### config.mk
export PLATFORM = sky130hd
export DESIGN_NAME = wave_generator_enable_top
export DESIGN_NICKNAME = d
export VERILOG_FILES = /design/src/wave_generator_enable_pkg.sv /design/src/wave_generator_enable_divider.sv /design/src/wave_generator_enable_fifo.sv /design/src/wave_generator_enable_top.sv
export SDC_FILE = /design/constraint.sdc
export NUM_CORES = 1
export LEC_CHECK = 0
export BUFFER_PORTS_ARGS = -buffer_cell sky130_fd_sc_hd__buf_2
export CORE_MARGIN = 3
export CORE_UTILIZATION = 55
export CTS_CLUSTER_DIAMETER = 120
export DETAILED_ROUTE_END_ITERATION = 12
export GPL_TIMING_DRIVEN = 0
export PLACE_DENSITY = 0.72
export RECOVER_POWER = 100
export SYNTH_ARGS = -nofsm -noshare
export SYNTH_HDL_FRONTEND = slang
export SYNTH_SLANG_ARGS = --single-unit
### constraint.sdc
create_clock -name clock -period 4.9 [get_ports clock]
set_input_delay 0 -clock clock [delete_from_list [all_inputs] [get_ports clock]]
set_output_delay 0 -clock clock [all_outputs]
set_load 0.03 [all_outputs]
### src/wave_generator_enable_pkg.sv
// Package of constants and types for the sine pattern generator
package wave_generator_enable_pkg;
    // ----------------------------------------------------------------
    // Pattern memory map
    // ----------------------------------------------------------------
    localparam int WAVE_GENERATOR_ENABLE_DEPTH = 32;
    localparam int WAVE_GENERATOR_ENABLE_SAMPLE_W = 9;
    localparam int WAVE_GENERATOR_ENABLE_DAC_W = 10;
    localparam logic [7:0] WAVE_GENERATOR_ENABLE_PAT_BASE = 8'h40;
    localparam logic [7:0] WAVE_GENERATOR_ENABLE_PAT_LAST = 8'h7F;
    localparam logic [1:0] WAVE_GENERATOR_ENABLE_PAT_BANK = 2'h2;
    localparam int WAVE_GENERATOR_ENABLE_BYTE_LO_LSB = 0;
    localparam int WAVE_GENERATOR_ENABLE_BYTE_HI_BIT = 8;
    // ----------------------------------------------------------------
    // Control fields
    // ----------------------------------------------------------------
    localparam int WAVE_GENERATOR_ENABLE_EN_BIT = 7;
    localparam int WAVE_GENERATOR_ENABLE_STEP_W = 6;
    localparam int WAVE_GENERATOR_ENABLE_HALF_W = 5;
    localparam logic WAVE_GENERATOR_ENABLE_EN_RST = 1'b0;
    localparam logic [5:0] WAVE_GENERATOR_ENABLE_STEP_RST = 6'h00;
    localparam logic [4:0] WAVE_GENERATOR_ENABLE_HALF_RST = 5'h00;
    localparam int WAVE_GENERATOR_ENABLE_FIFO_DEPTH = 16;
    // Mid-scale of the DAC, used to mirror the second half cycle
    localparam logic [9:0] WAVE_GENERATOR_ENABLE_MID = 10'h200;

    typedef enum logic [1:0] {
        WAVE_GENERATOR_ENABLE_IDLE = 2'b00,
        WAVE_GENERATOR_ENABLE_POS = 2'b01,
        WAVE_GENERATOR_ENABLE_NEG = 2'b11
    } wave_generator_enable_state_t;
endpackage

### src/wave_generator_enable_divider.sv
// Integer divide-by-N rate divider giving the sample step enable
`timescale 1ns/1ps
module wave_generator_enable_divider #(
    parameter int STEP_W = 6
) (
    // Clock and reset
    input wire logic clock,
    input wire logic nrst,
    // Control
    input wire logic run,
    input wire logic [STEP_W-1:0] step_divider_reg,
    // Step enable
    output logic tick
);
    typedef struct packed {
        logic [STEP_W:0] cnt;
        logic tick;
    } wave_generator_enable_div_st_t;

    wave_generator_enable_div_st_t st;
    wave_generator_enable_div_st_t next_st;
    logic [STEP_W:0] n_val;

    // One tick every N clocks, so DN ticks span M = N*DN clocks
    assign n_val = {1'b0, step_divider_reg} + 1'b1;
    assign tick = st.tick;

    always_comb begin
        next_st = st;
        next_st.tick = 1'b0;
        if (!run) begin
            next_st.cnt = '0;
        end else if (st.cnt + 1'b1 >= n_val) begin
            next_st.cnt = '0;
            next_st.tick = 1'b1;
        end else begin
            next_st.cnt = st.cnt + 1'b1;
        end
    end

    always_ff @(posedge clock or negedge nrst) begin
        if (!nrst) begin
            st <= '0;
        end else begin
            st <= next_st;
        end
    end
endmodule

### src/wave_generator_enable_fifo.sv
// Sample FIFO between the pattern reader and the DAC register
`timescale 1ns/1ps
module wave_generator_enable_fifo #(
    parameter int WIDTH = 10,
    parameter int DEPTH = 16
) (
    // Clock and reset
    input wire logic clock,
    input wire logic nrst,
    input wire logic flush,
    // Filling side
    input wire logic in_valid,
    output logic in_ready,
    input wire logic [WIDTH-1:0] in_data,
    // Draining side
    output logic out_valid,
    input wire logic out_ready,
    output logic [WIDTH-1:0] out_data
);
    localparam int AW = $clog2(DEPTH);

    typedef struct packed {
        logic [AW-1:0] wr;
        logic [AW-1:0] rd;
        logic [AW:0] count;
    } wave_generator_enable_fifo_st_t;

    wave_generator_enable_fifo_st_t st;
    wave_generator_enable_fifo_st_t next_st;
    logic [WIDTH-1:0] mem [DEPTH];
    logic push;
    logic pop;

    // Count is one bit wider than the pointers so that full is not zero
    assign in_ready = (st.count != (AW + 1)'(DEPTH)) ? 1'b1 : 1'b0;
    assign out_valid = (st.count != '0);
    assign out_data = mem[st.rd];
    assign push = in_valid && in_ready && !flush;
    assign pop = out_valid && out_ready && !flush;

    always_comb begin
        next_st = st;
        if (flush) begin
            next_st = '0;
        end else begin
            if (push) begin
                next_st.wr = (st.wr == AW'(DEPTH - 1)) ? '0 : st.wr + 1'b1;
            end
            if (pop) begin
                next_st.rd = (st.rd == AW'(DEPTH - 1)) ? '0 : st.rd + 1'b1;
            end
            next_st.count = st.count + (AW + 1)'(push) - (AW + 1)'(pop);
        end
    end

    always_ff @(posedge clock or negedge nrst) begin
        if (!nrst) begin
            st <= '0;
        end else begin
            st <= next_st;
        end
    end

    // Storage has no reset; only words below count are ever read
    always_ff @(posedge clock) begin
        if (push) begin
            mem[st.wr] <= in_data;
        end
    end
endmodule

### src/wave_generator_enable_top.sv
// Sine pattern generator: pattern RAM, step divider, player, DAC feed
// ----------------------------------------------------------------
// Functional notes
// - Output period is M = N*DN system clocks, spanning 5 to 50 kHz.
// - The divider steps the sample counter at clock*DN/M, once per N.
// - The pattern memory holds 32 samples of 9 bits.
// - Only a half cycle of samples 0..HALF_CYCLE_SAMPLES-1 is stored and replayed.
// - Pattern bytes sit in bank 2 at 40H-7FH, low byte even, bit 8 odd.
// - While enabled, CPU reads and writes of the pattern area are blocked.
// - Running, each fetched 9-bit sample is passed to the 10-bit DAC.
// - Enable bit 7 starts the generator; clear powers down DAC and amp.
// - Divider N is the 6-bit field plus one.
// - Half-cycle count HALF_CYCLE_SAMPLES is the 5-bit field plus one.
// ----------------------------------------------------------------
`timescale 1ns/1ps
module wave_generator_enable_top
    import wave_generator_enable_pkg::*;
#(
    parameter int DEPTH = WAVE_GENERATOR_ENABLE_DEPTH,
    parameter int FIFO_DEPTH = WAVE_GENERATOR_ENABLE_FIFO_DEPTH
) (
    // Clock and reset
    input wire logic clock,
    input wire logic nrst,
    // Control settings from the CPU side
    input wire logic [7:0] wave_control_reg,
    input wire logic [WAVE_GENERATOR_ENABLE_STEP_W-1:0] step_divider_reg,
    input wire logic [WAVE_GENERATOR_ENABLE_HALF_W-1:0] half_count_reg,
    // CPU data memory port
    input wire logic cpu_req,
    input wire logic cpu_we,
    input wire logic [1:0] cpu_bank,
    input wire logic [7:0] cpu_addr,
    input wire logic [7:0] cpu_wdata,
    output logic [7:0] cpu_rdata,
    output logic cpu_hit,
    output logic cpu_blocked,
    // DAC side
    output logic [WAVE_GENERATOR_ENABLE_DAC_W-1:0] dac_code,
    output logic dac_strobe,
    output logic dac_power_up,
    output logic output_buffer_amp
);
    localparam int AW = $clog2(DEPTH);

    typedef struct packed {
        wave_generator_enable_state_t state;
        logic [AW-1:0] rd_idx;
        logic rd_neg;
        logic [WAVE_GENERATOR_ENABLE_DAC_W-1:0] dac_code;
        logic dac_strobe;
        logic power;
        logic [7:0] cpu_rdata;
        logic cpu_hit;
        logic cpu_blocked;
    } wave_generator_enable_top_st_t;

    wave_generator_enable_top_st_t st;
    wave_generator_enable_top_st_t next_st;
    logic [WAVE_GENERATOR_ENABLE_SAMPLE_W-1:0] pattern [DEPTH];
    logic wave_generator_enable;
    logic tick;
    logic in_pat;
    logic [AW-1:0] cpu_idx;
    logic cpu_hi;
    logic [AW-1:0] last_idx;
    logic [WAVE_GENERATOR_ENABLE_SAMPLE_W-1:0] sample;
    logic [WAVE_GENERATOR_ENABLE_DAC_W-1:0] fill_code;
    logic fill_valid;
    logic fill_ready;
    logic drain_valid;
    logic [WAVE_GENERATOR_ENABLE_DAC_W-1:0] drain_code;

    // ----------------------------------------------------------------
    // Helpers
    // ----------------------------------------------------------------
    function automatic logic pat_area(input logic [1:0] bank,
                                      input logic [7:0] addr);
        return bank == WAVE_GENERATOR_ENABLE_PAT_BANK && addr >= WAVE_GENERATOR_ENABLE_PAT_BASE
            && addr <= WAVE_GENERATOR_ENABLE_PAT_LAST;
    endfunction

    // Mirror about mid-scale for the negative half cycle
    function automatic logic [WAVE_GENERATOR_ENABLE_DAC_W-1:0] to_dac(
        input logic [WAVE_GENERATOR_ENABLE_SAMPLE_W-1:0] s, input logic neg);
        logic [WAVE_GENERATOR_ENABLE_DAC_W-1:0] up;
        up = {1'b0, s};
        return neg ? WAVE_GENERATOR_ENABLE_MID - up : WAVE_GENERATOR_ENABLE_MID + up;
    endfunction

    assign wave_generator_enable = wave_control_reg[WAVE_GENERATOR_ENABLE_EN_BIT];
    assign last_idx = AW'(half_count_reg);
    assign in_pat = pat_area(cpu_bank, cpu_addr);
    assign cpu_idx = AW'((cpu_addr - WAVE_GENERATOR_ENABLE_PAT_BASE) >> 1);
    assign cpu_hi = cpu_addr[0];
    assign sample = pattern[st.rd_idx];
    assign fill_code = to_dac(sample, st.rd_neg);
    assign fill_valid = (st.state != WAVE_GENERATOR_ENABLE_IDLE);

    // ----------------------------------------------------------------
    // Step divider
    // ----------------------------------------------------------------
    wave_generator_enable_divider #(
        .STEP_W(WAVE_GENERATOR_ENABLE_STEP_W)
    ) u_div (
        .clock(clock),
        .nrst(nrst),
        .run(wave_generator_enable),
        .step_divider_reg(step_divider_reg),
        .tick(tick)
    );

    // ----------------------------------------------------------------
    // Sample FIFO towards the DAC; drained one word per step
    // ----------------------------------------------------------------
    wave_generator_enable_fifo #(
        .WIDTH(WAVE_GENERATOR_ENABLE_DAC_W),
        .DEPTH(FIFO_DEPTH)
    ) u_fifo (
        .clock(clock),
        .nrst(nrst),
        .flush(!wave_generator_enable),
        .in_valid(fill_valid),
        .in_ready(fill_ready),
        .in_data(fill_code),
        .out_valid(drain_valid),
        .out_ready(tick),
        .out_data(drain_code)
    );

    // ----------------------------------------------------------------
    // Player and CPU access
    // ----------------------------------------------------------------
    always_comb begin
        next_st = st;
        next_st.dac_strobe = 1'b0;
        next_st.cpu_hit = 1'b0;
        next_st.cpu_blocked = 1'b0;
        next_st.power = wave_generator_enable;
        case (st.state)
            WAVE_GENERATOR_ENABLE_IDLE: begin
                next_st.rd_idx = '0;
                next_st.rd_neg = 1'b0;
                if (wave_generator_enable) begin
                    next_st.state = WAVE_GENERATOR_ENABLE_POS;
                end
            end
            WAVE_GENERATOR_ENABLE_POS, WAVE_GENERATOR_ENABLE_NEG: begin
                if (!wave_generator_enable) begin
                    next_st.state = WAVE_GENERATOR_ENABLE_IDLE;
                    next_st.dac_code = WAVE_GENERATOR_ENABLE_MID;
                end else if (fill_ready) begin
                    // Fetch ahead; FIFO back-pressure paces the reader
                    if (st.rd_idx >= last_idx) begin
                        next_st.rd_idx = '0;
                        next_st.rd_neg = !st.rd_neg;
                        next_st.state = st.rd_neg ? WAVE_GENERATOR_ENABLE_POS : WAVE_GENERATOR_ENABLE_NEG;
                    end else begin
                        next_st.rd_idx = st.rd_idx + 1'b1;
                    end
                end
            end
            default: begin
                next_st.state = WAVE_GENERATOR_ENABLE_IDLE;
            end
        endcase
        // A tick left over at disable must not replace the parked mid code
        if (tick && drain_valid && wave_generator_enable) begin
            next_st.dac_code = drain_code;
            next_st.dac_strobe = 1'b1;
        end
        if (cpu_req && in_pat) begin
            if (wave_generator_enable) begin
                next_st.cpu_blocked = 1'b1;
                next_st.cpu_rdata = 8'h00;
            end else begin
                next_st.cpu_hit = 1'b1;
                if (!cpu_we) begin
                    next_st.cpu_rdata = cpu_hi
                        ? {7'h00, pattern[cpu_idx][WAVE_GENERATOR_ENABLE_BYTE_HI_BIT]}
                        : pattern[cpu_idx][7:WAVE_GENERATOR_ENABLE_BYTE_LO_LSB];
                end
            end
        end
    end

    always_ff @(posedge clock or negedge nrst) begin
        if (!nrst) begin
            st <= '0;
            st.state <= WAVE_GENERATOR_ENABLE_IDLE;
            st.dac_code <= WAVE_GENERATOR_ENABLE_MID;
            st.power <= WAVE_GENERATOR_ENABLE_EN_RST;
        end else begin
            st <= next_st;
        end
    end

    // Pattern RAM, written only while the generator is stopped
    always_ff @(posedge clock) begin
        if (cpu_req && cpu_we && in_pat && !wave_generator_enable) begin
            if (cpu_hi) begin
                pattern[cpu_idx][WAVE_GENERATOR_ENABLE_BYTE_HI_BIT] <= cpu_wdata[0];
            end else begin
                pattern[cpu_idx][7:0] <= cpu_wdata;
            end
        end
    end

    assign cpu_rdata = st.cpu_rdata;
    assign cpu_hit = st.cpu_hit;
    assign cpu_blocked = st.cpu_blocked;
    assign dac_code = st.dac_code;
    assign dac_strobe = st.dac_strobe;
    assign dac_power_up = st.power;
    assign output_buffer_amp = st.power;
endmodule
==> metrics.md, run 1 <==
| Metric | Value |
|---|---|
| Die height | `~210 µm` |
| Placed cell count | `between 1,500 and 2,000` |
| Clock sinks | `~500` |
| GRT Util Overall | `28.6%` |
| Fillers | `roughly 2,800` |
| Avg WL per Cell | `between 30 and 40 µm` |
| Num rows | `73` |
| Final Hold Slack | `about 0.032 ns` |
| Dominant synthesized flop cell | `edfxtp_1` |
| Crit start category | `flop` |
| Worst path required time | `~5.3 ns` |
| Post-DP HPWL | `between 40,000 and 50,000 µm` |
| Mapped Cells | `roughly 1,300` |
| Period utilization | `a little over nine tenths` |
| Starting Density | `between 50% and 60%` |
| I/O pins | `between 60 and 70` |
| Final setup vio count | `0` |
| Vias | `13,682` |
| CTS Root Cell | `clkbuf_16` |
| Worst VDD drop | `278 µV` |
| Later-pin clock latency in the skew report | `~0.61 ns` |
| Area grow syn2layout | `12.9%` |
| Largest net degree at the start of global routing | `65` |
| EDFF count, synth | `about 450` |
| Max Transition Viols Final | `roughly 310` |
| CP max FO | `10` |
| CTS Buf Count | `just over 50` |
| GRT overflow | `0` |
| Vias in the first global route | `roughly 14,000` |
| Async SR Flop Fraction | `approximately 10%` |
| TritonRoute pass-1 iters | `5` |
| Status | `finished, violations left` |
| Post-synth top area share | `slightly below 60%` |
| Max_slew headroom | `-88.8%` |
| Hold WC Path Type | `input port to flop` |
| CP Capture Type | `flop` |
| Synth unique cells | `54` |
| Setup repair after global routing missed its margin | `false` |
| Share of cells above drive strength 1 | `between 20% and 30%` |
| Largest cells by area after synthesis | `edfxtp_1 59%, mux4_2 19%, dfrtp_1 5.5%` |
| Yosys warns | `0` |
| Iter 0 DRT Violations | `roughly 2,000` |
| Final Util | `63.6%` |
| First-pass GRT wire length | `slightly above 90,000 µm` |
| Clock-pin transition on the worst setup and hold timing paths | `about 0.06 ns` |
| Die Wd | `209 µm` |
| Worst Tran Pin Value | `~2.8 ns` |
| Crit path kind | `flop to flop` |
| CTS max path bufs | `3` |
| H-tree levels | `2` |
| # DRC | `0` |
| Core area | `0.0403 mm²` |
| Sequential share of the synthesized area | `between 60 and 70%` |
| Max Cap Viol | `8` |
| Final Total Pwr | `approximately 0.011 W` |
| Post-Route WL | `between 60,000 and 70,000 µm` |
| Die area | `around 0.044 mm²` |
| Synthesized Nets | `between 1,000 and 1,500` |
| I/O Buffers | `53` |
| Final min period | `4.74 ns` |
| Fmax | `roughly 210 MHz` |
| Clk_skew | `approximately 0.02 ns` |
| Yosys top cell by area | `edfxtp_1` |
| RD Place Congestion | `~0.98` |
| Final-report hold violation count | `0` |
| Fin Setup TNS | `0 ns` |
| Post-route ant nets | `0` |
| Cell Pwr Density | `415 mW/mm²` |
| CTS tree | `yes` |
| DR vias/cell | `between 6 and 7` |
| Initial antenna violation count | `0` |
| P_leak | `8.29 nW` |
| #FFs+latches synth | `499` |
| Mapped Avg Cell Area | `between 15 and 20 µm²` |
| Final net count | `1,494` |
| CP Data Arrival Time | `between 5 and 6 ns` |
| Non-filler instance count after layout | `1,994` |
| Cell area after synthesis | `0.0227 mm²` |
| Failing checks | `capacitance limit, slew limit` |
## cell usage in the layout (no fill, tap or decap), types with 27 or more instances in the layout
cell | netlist | layout
mux4_2 | 190 | 190
ha_1 | 27 | 27
nor2_1 | 106 | 106
a22oi_1 | 41 | 41
edfxtp_1 | 448 | 448
mux2i_1 | 33 | 33
dfrtp_1 | 50 | 50
nand2_1 | 55 | 55
buf_2 | 18 | 35
clkbuf_16 | 0 | 51
clkbuf_1 | 37 | 85
## logic make-up (layout without fill, tap and decap cells)
group	Yosys count	in the layout	synth area share [%]
compound gates	128	128	3.77
xor+xnor	23	23	0.888
fa+ha+maj	28	28	1.58
buf+inv	118	292	2.60
flops	499	499	64.9
mux	227	227	20.6
other cells	0	1	0
simple gates	271	271	5.64
## worst max-delay path, stage by stage (launching register included)
cell and delay, ns:
dfrtp_1 0.63, buf_2 0.49, buf_2 0.45, buf_2 0.53
mux4_2 0.40, mux4_2 0.47, mux2i_1 0.54, nand2_1 0.13
o31ai_2 0.58, clkbuf_2 0.31
## state kept, by name, indices dropped and copies added, names as in the netlist
register	count
pattern	288
u_fifo.mem	160
u_fifo.st	13
dac_code	10
cpu_rdata	8
st	8
u_div.st	7
cpu_blocked	1
cpu_hit	1
dac_power_up	1
dac_strobe	1
u_div.tick	1
## layer usage
metal	vias up	wire (µm)	track usage, %
met5	-	0	0
met1	7106	23200	39.8
li1	5508	-	-
met3	161	6740	6.37
met2	907	29500	45.3
met4	0	2510	10.5
## power by group
part / switching, W / internal, W / leakage (nW)
Clock: 0.00169 / 0.00235 / 0.836
Sequential: 0.0000524 / 0.00486 / 4.71
Combinational: 0.00104 / 0.000624 / 2.74
Total: 0.00278 / 0.00783 / 8.29
## cells in the mapped netlist, types with 18 or more instances
library cell	instances
nand2_1	55
o21ai_0	22
dfrtp_1	50
buf_2	18
buf_4	20
nand3_1	22
clkbuf_1	37
a22oi_1	41
ha_1	27
nor2_1	106
mux2i_1	33
a21oi_1	19
inv_1	24
edfxtp_1	448
mux4_2	190
## area by class of cell
class	count	area, µm²	area share [%]
Multi-Input combinational cell	677	7440	29.0
Inverter	24	90.1	0.352
Tap cell	525	657	2.57
Antenna cell	1	2.50	0.00977
Buffer	94	497	1.94
Clock buffer	55	1290	5.04
Timing Repair Buffer	78	440	1.72
Clock inverter	41	458	1.79
Sequential cell	499	14700	57.5
## through the flow
stage,setup slack [ns],cell area [µm²]
after floorplan,1.46,22700
after global placement,-0.476,23600
after detailed placement,-0.586,23700
after CTS,0.260,25700
after global routing,0.0535,25600
final,0.162,25600
## what timing repair did
item / CTS / global route
setup buffers: 1 / 0
endpoints found under the hold margin: 279 / 0
hold buffers: 17 / 0
endpoints found under the setup margin: 128 / 0
gates resized for setup: 8 / 0
## path summary, 6_finish.rpt
kind / start / endpoint / slack, ns / cells past startpoint
max in group asynchronous: nrst / dac_code[0]$_DFFE_PN0P_ / 2.44 / 2
worst min register to register: st[29]$_DFFE_PN0P_ / st[28]$_DFFE_PN0P_ / 0.50 / 1
worst min-delay path: step_divider_reg[2] / u_div.tick$_DFF_PN0_ / 0.03 / 6
min in group asynchronous: nrst / u_div.st[4]$_DFF_PN0_ / 0.86 / 2
worst max-delay path: st[24]$_DFFE_PN0P_ / u_fifo.mem[0][9]$_DFFE_PP_ / 0.16 / 9
worst max register to register: st[24]$_DFFE_PN0P_ / u_fifo.mem[0][9]$_DFFE_PP_ / 0.16 / 9
Note: power is estimated with default switching activity, not from simulation.
==> run 2: changes to the inputs <==
--- a/config.mk
+++ b/config.mk
@@ -6,6 +6,7 @@
 export NUM_CORES = 1
 export LEC_CHECK = 0
 export BUFFER_PORTS_ARGS = -buffer_cell sky130_fd_sc_hd__buf_2
+export CORE_ASPECT_RATIO = 1.5
 export CORE_MARGIN = 3
 export CORE_UTILIZATION = 55
 export CTS_CLUSTER_DIAMETER = 120
==> metrics.md, run 2 (synthesized netlist as in run 1, its figures left out) <==
| Metric | Value |
|---|---|
| Worst Tran Pin Value | `2.78 ns (was 2.83 ns)` |
| Hold Crit Start | `cpu_addr[0] (was step_divider_reg[2])` |
| Largest net degree at the start of global routing | `65 (unchanged)` |
| Crit path top cell by count | `buf_2 (unchanged)` |
| Reg2Reg Setup Slack | `0.10 ns (was 0.16 ns)` |
| Crit. path cell count | `12 (was 9)` |
| Later-pin clock latency in the skew report | `0.57 ns (was 0.61 ns)` |
| GRT Util Overall | `29.1% (was 28.6%)` |
| Die height | `255 µm (was 209 µm)` |
| Iter 0 DRT Violations | `1,679 (was 1,976)` |
| Avg WL per Cell | `31.8 µm (was 31.1 µm)` |
| Setup repair after global routing missed its margin | `false (unchanged)` |
| Regs by FF count | `pattern: 288 flops, u_fifo.mem: 160 flops, u_fifo.st: 13 flops (unchanged)` |
| P_leak | `8.12 nW (was 8.29 nW)` |
| GRT overflow | `0 (unchanged)` |
| Worst reg-to-reg path cell count | `12 (was 9)` |
| Fin Setup TNS | `0 ns (unchanged)` |
| Buf+Inv Stages, Crit Path | `4 (unchanged)` |
| CP max FO | `16 (was 10)` |
| CTS Root Cell | `clkbuf_16 (unchanged)` |
| Die Wd | `172 µm (was 209 µm)` |
| Clock sinks | `499 (unchanged)` |
| Ant diodes | `0 (was 1)` |
| Cell family with most CP delay | `buffers and inverters (unchanged)` |
| Worst VDD drop | `265 µV (was 278 µV)` |
| Final worst slack | `0.100 ns (was 0.162 ns)` |
| Failing checks | `capacitance limit, slew limit (unchanged)` |
| Fillers | `2,913 (was 2,785)` |
| CP Data Arrival Time | `5.04 ns (was 5.18 ns)` |
| CTS Buf Count | `46 (was 51)` |
| # DRC | `0 (unchanged)` |
| Final net count | `1,486 (was 1,494)` |
| Reg-to-reg endpoint | `u_fifo.mem[11][8]$_DFFE_PP_ (was u_fifo.mem[0][9]$_DFFE_PP_)` |
| Starting Density | `56.0% (was 56.3%)` |
| Hold path cells | `3 (was 6)` |
| I/O Buffers | `53 (unchanged)` |
| CP max stage delay | `0.63 ns (about the same)` |
| Commonest cells after routing, fill and taps aside | `448 x edfxtp_1, 190 x mux4_2, 106 x nor2_1, 92 x clkbuf_1, 55 x nand2_1 (was 448 x edfxtp_1, 190 x mux4_2, 106 x nor2_1, 85 x clkbuf_1, 55 x nand2_1)` |
| Post-DP HPWL | `44,000 µm (was 41,400 µm)` |
| RD Place Congestion | `0.955 (was 0.981)` |
| Hold WC Path Type | `input port to flop (unchanged)` |
| Area grow syn2layout | `10.9% (was 12.9%)` |
| Clock-pin transition on the worst setup and hold timing paths | `0.06 ns (about the same)` |
| CTS tree | `yes (unchanged)` |
| Fmax | `208 MHz (was 211 MHz)` |
| Core area | `0.0405 mm² (was 0.0403 mm²)` |
| Post-route ant nets | `0 (unchanged)` |
| Worst path required time | `5.14 ns (was 5.34 ns)` |
| H-tree levels | `2 (unchanged)` |
| Crit path kind | `flop to flop (unchanged)` |
| Final-report hold violation count | `0 (unchanged)` |
| Num rows | `90 (was 73)` |
| Crit-path cells | `buf_2 > buf_2 > buf_2 > mux4_2 > o211ai_1 > nand4_1 > inv_1 > ha_1 > and2_1 > nand2_1 > o21ai_1 > xor2_2 (was buf_2 > buf_2 > buf_2 > mux4_2 > mux4_2 > mux2i_1 > nand2_1 > o31ai_2 > clkbuf_2)` |
| Crit start category | `flop (unchanged)` |
| Max Cap Viol | `7 (was 8)` |
| Hold Path End | `cpu_rdata[7]$_DFFE_PN0P_ (was u_div.tick$_DFF_PN0_)` |
| Share of cells above drive strength 1 | `22.9% (was 24.2%)` |
| Clk_skew | `0.0282 ns (was 0.0199 ns)` |
| RR Startpoint | `st[24]$_DFFE_PN0P_ (unchanged)` |
| DR vias/cell | `6.78 (was 6.86)` |
| Vias | `13,261 (was 13,682)` |
| Status | `finished, violations left (unchanged)` |
| CP max-delay cell | `dfrtp_1 (unchanged)` |
| Post-place setup slack | `-0.731 ns (was -0.586 ns)` |
| CP Capture Type | `flop (unchanged)` |
| TritonRoute pass-1 iters | `5 (unchanged)` |
| Most common cell after layout, fill and taps aside | `edfxtp_1 (unchanged)` |
| Final setup vio count | `0 (unchanged)` |
| Period utilization | `98.0% (was 96.7%)` |
| Post-Route WL | `62,200 µm (was 62,000 µm)` |
| CTS max path bufs | `3 (unchanged)` |
| Max_slew headroom | `-85.1% (was -88.8%)` |
| First-pass GRT wire length | `90,400 µm (was 90,900 µm)` |
| Cell Pwr Density | `396 mW/mm² (was 415 mW/mm²)` |
| Max reg flops | `288 (unchanged)` |
| Most flops, register | `pattern (unchanged)` |
| Vias in the first global route | `13,588 (was 13,678)` |
| Max Transition Viols Final | `281 (was 314)` |
| Final min period | `4.80 ns (was 4.74 ns)` |
| I/O pins | `64 (unchanged)` |
| Initial antenna violation count | `0 (unchanged)` |
| Die area | `0.0438 mm² (was 0.0437 mm²)` |
## run 2: cell count changes in the layout (fill, tap and decap cells not counted), moves of 2 or more
cell           before  now
clkinv_8            2    0
clkinv_1           11   13
bufinv_16           8    2
dlygate4sd3_1      17   13
clkbuf_1           85   92
and2_0              4    2
clkbuf_16          51   47
and2_1              4    6
clkinv_4            3    0
clkinvlp_4          7    0
## run 2: cell type report
class                      instances  area (µm²)  share of cell area, %
clock buffer                      56        1210                   4.81
tap                              506         633                   2.52
timing repair buffer              75         395                   1.57
buffer                            94         497                   1.97
sequential                       499       14700                   58.5
inverter                          24        90.1                  0.358
multi-input combinational        677        7440                   29.6
clock inverter                    26         168                  0.666
## run 2: how the worst max path moves through the flow
| stage | start | endpoint |
|---|---|---|
| floorplan | st[23]$_DFFE_PN0P_ | u_fifo.mem[0][9]$_DFFE_PP_ |
| global placement | st[24]$_DFFE_PN0P_ | u_fifo.mem[0][9]$_DFFE_PP_ |
| detailed placement | st[24]$_DFFE_PN0P_ | u_fifo.mem[0][8]$_DFFE_PP_ |
| CTS | st[24]$_DFFE_PN0P_ | u_fifo.mem[11][8]$_DFFE_PP_ |
| global route | st[24]$_DFFE_PN0P_ | u_fifo.mem[10][9]$_DFFE_PP_ |
| finish | st[24]$_DFFE_PN0P_ | u_fifo.mem[11][8]$_DFFE_PP_ |
## run 2: through the flow
| stage | total power, W | util, % | hold slack [ns] | cells | area [µm²] |
|---|---|---|---|---|---|
| final | 0.00995 | 62.1 | 0.0458 | 1957 | 25200 |
| after global routing | 0.0102 | 62.1 | 0.0508 | 1957 | 25200 |
| after CTS | 0.00997 | 62.3 | 0.00585 | 1957 | 25300 |
| after detailed placement | 0.00662 | 58.5 | 0.144 | 1861 | 23700 |
| after global placement | 0.00656 | 58.2 | 0.140 | 1853 | 23600 |
| after floorplan | 0.00601 | - | -0.296 | 1294 | 22700 |
## run 2: report_power, final
group / leakage, nW / internal [W] / switching [W]
Combinational: 2.72 / 0.000624 / 0.00104
Sequential: 4.71 / 0.00486 / 0.0000459
Clock: 0.682 / 0.00186 / 0.00153
## run 2: worst reg2reg max path, cell delays in order, from the launching register on
cell and delay, ns:
dfrtp_1 0.63, buf_2 0.46, buf_2 0.44, buf_2 0.43
mux4_2 0.43, o211ai_1 0.48, nand4_1 0.25, inv_1 0.10
ha_1 0.16, and2_1 0.18, nand2_1 0.06, o21ai_1 0.22
xor2_2 0.63
## run 2: layer usage
metal  vias up  share of wire [%]  track usage [%]
met5         -                  0                0
li1       5451                  -                -
met1      6760                 32             33.2
met4         0                8.0             18.1
met2       838                 52             50.8
met3       212                8.2             5.18
## run 2: timing repair
item | in CTS | in global routing
endpoints found under the hold margin | 172 | 0
setup endpoints to repair | 112 | 0
gates resized for setup | 7 | 0
buffers inserted | 1 | 0
hold buffers | 13 | 0
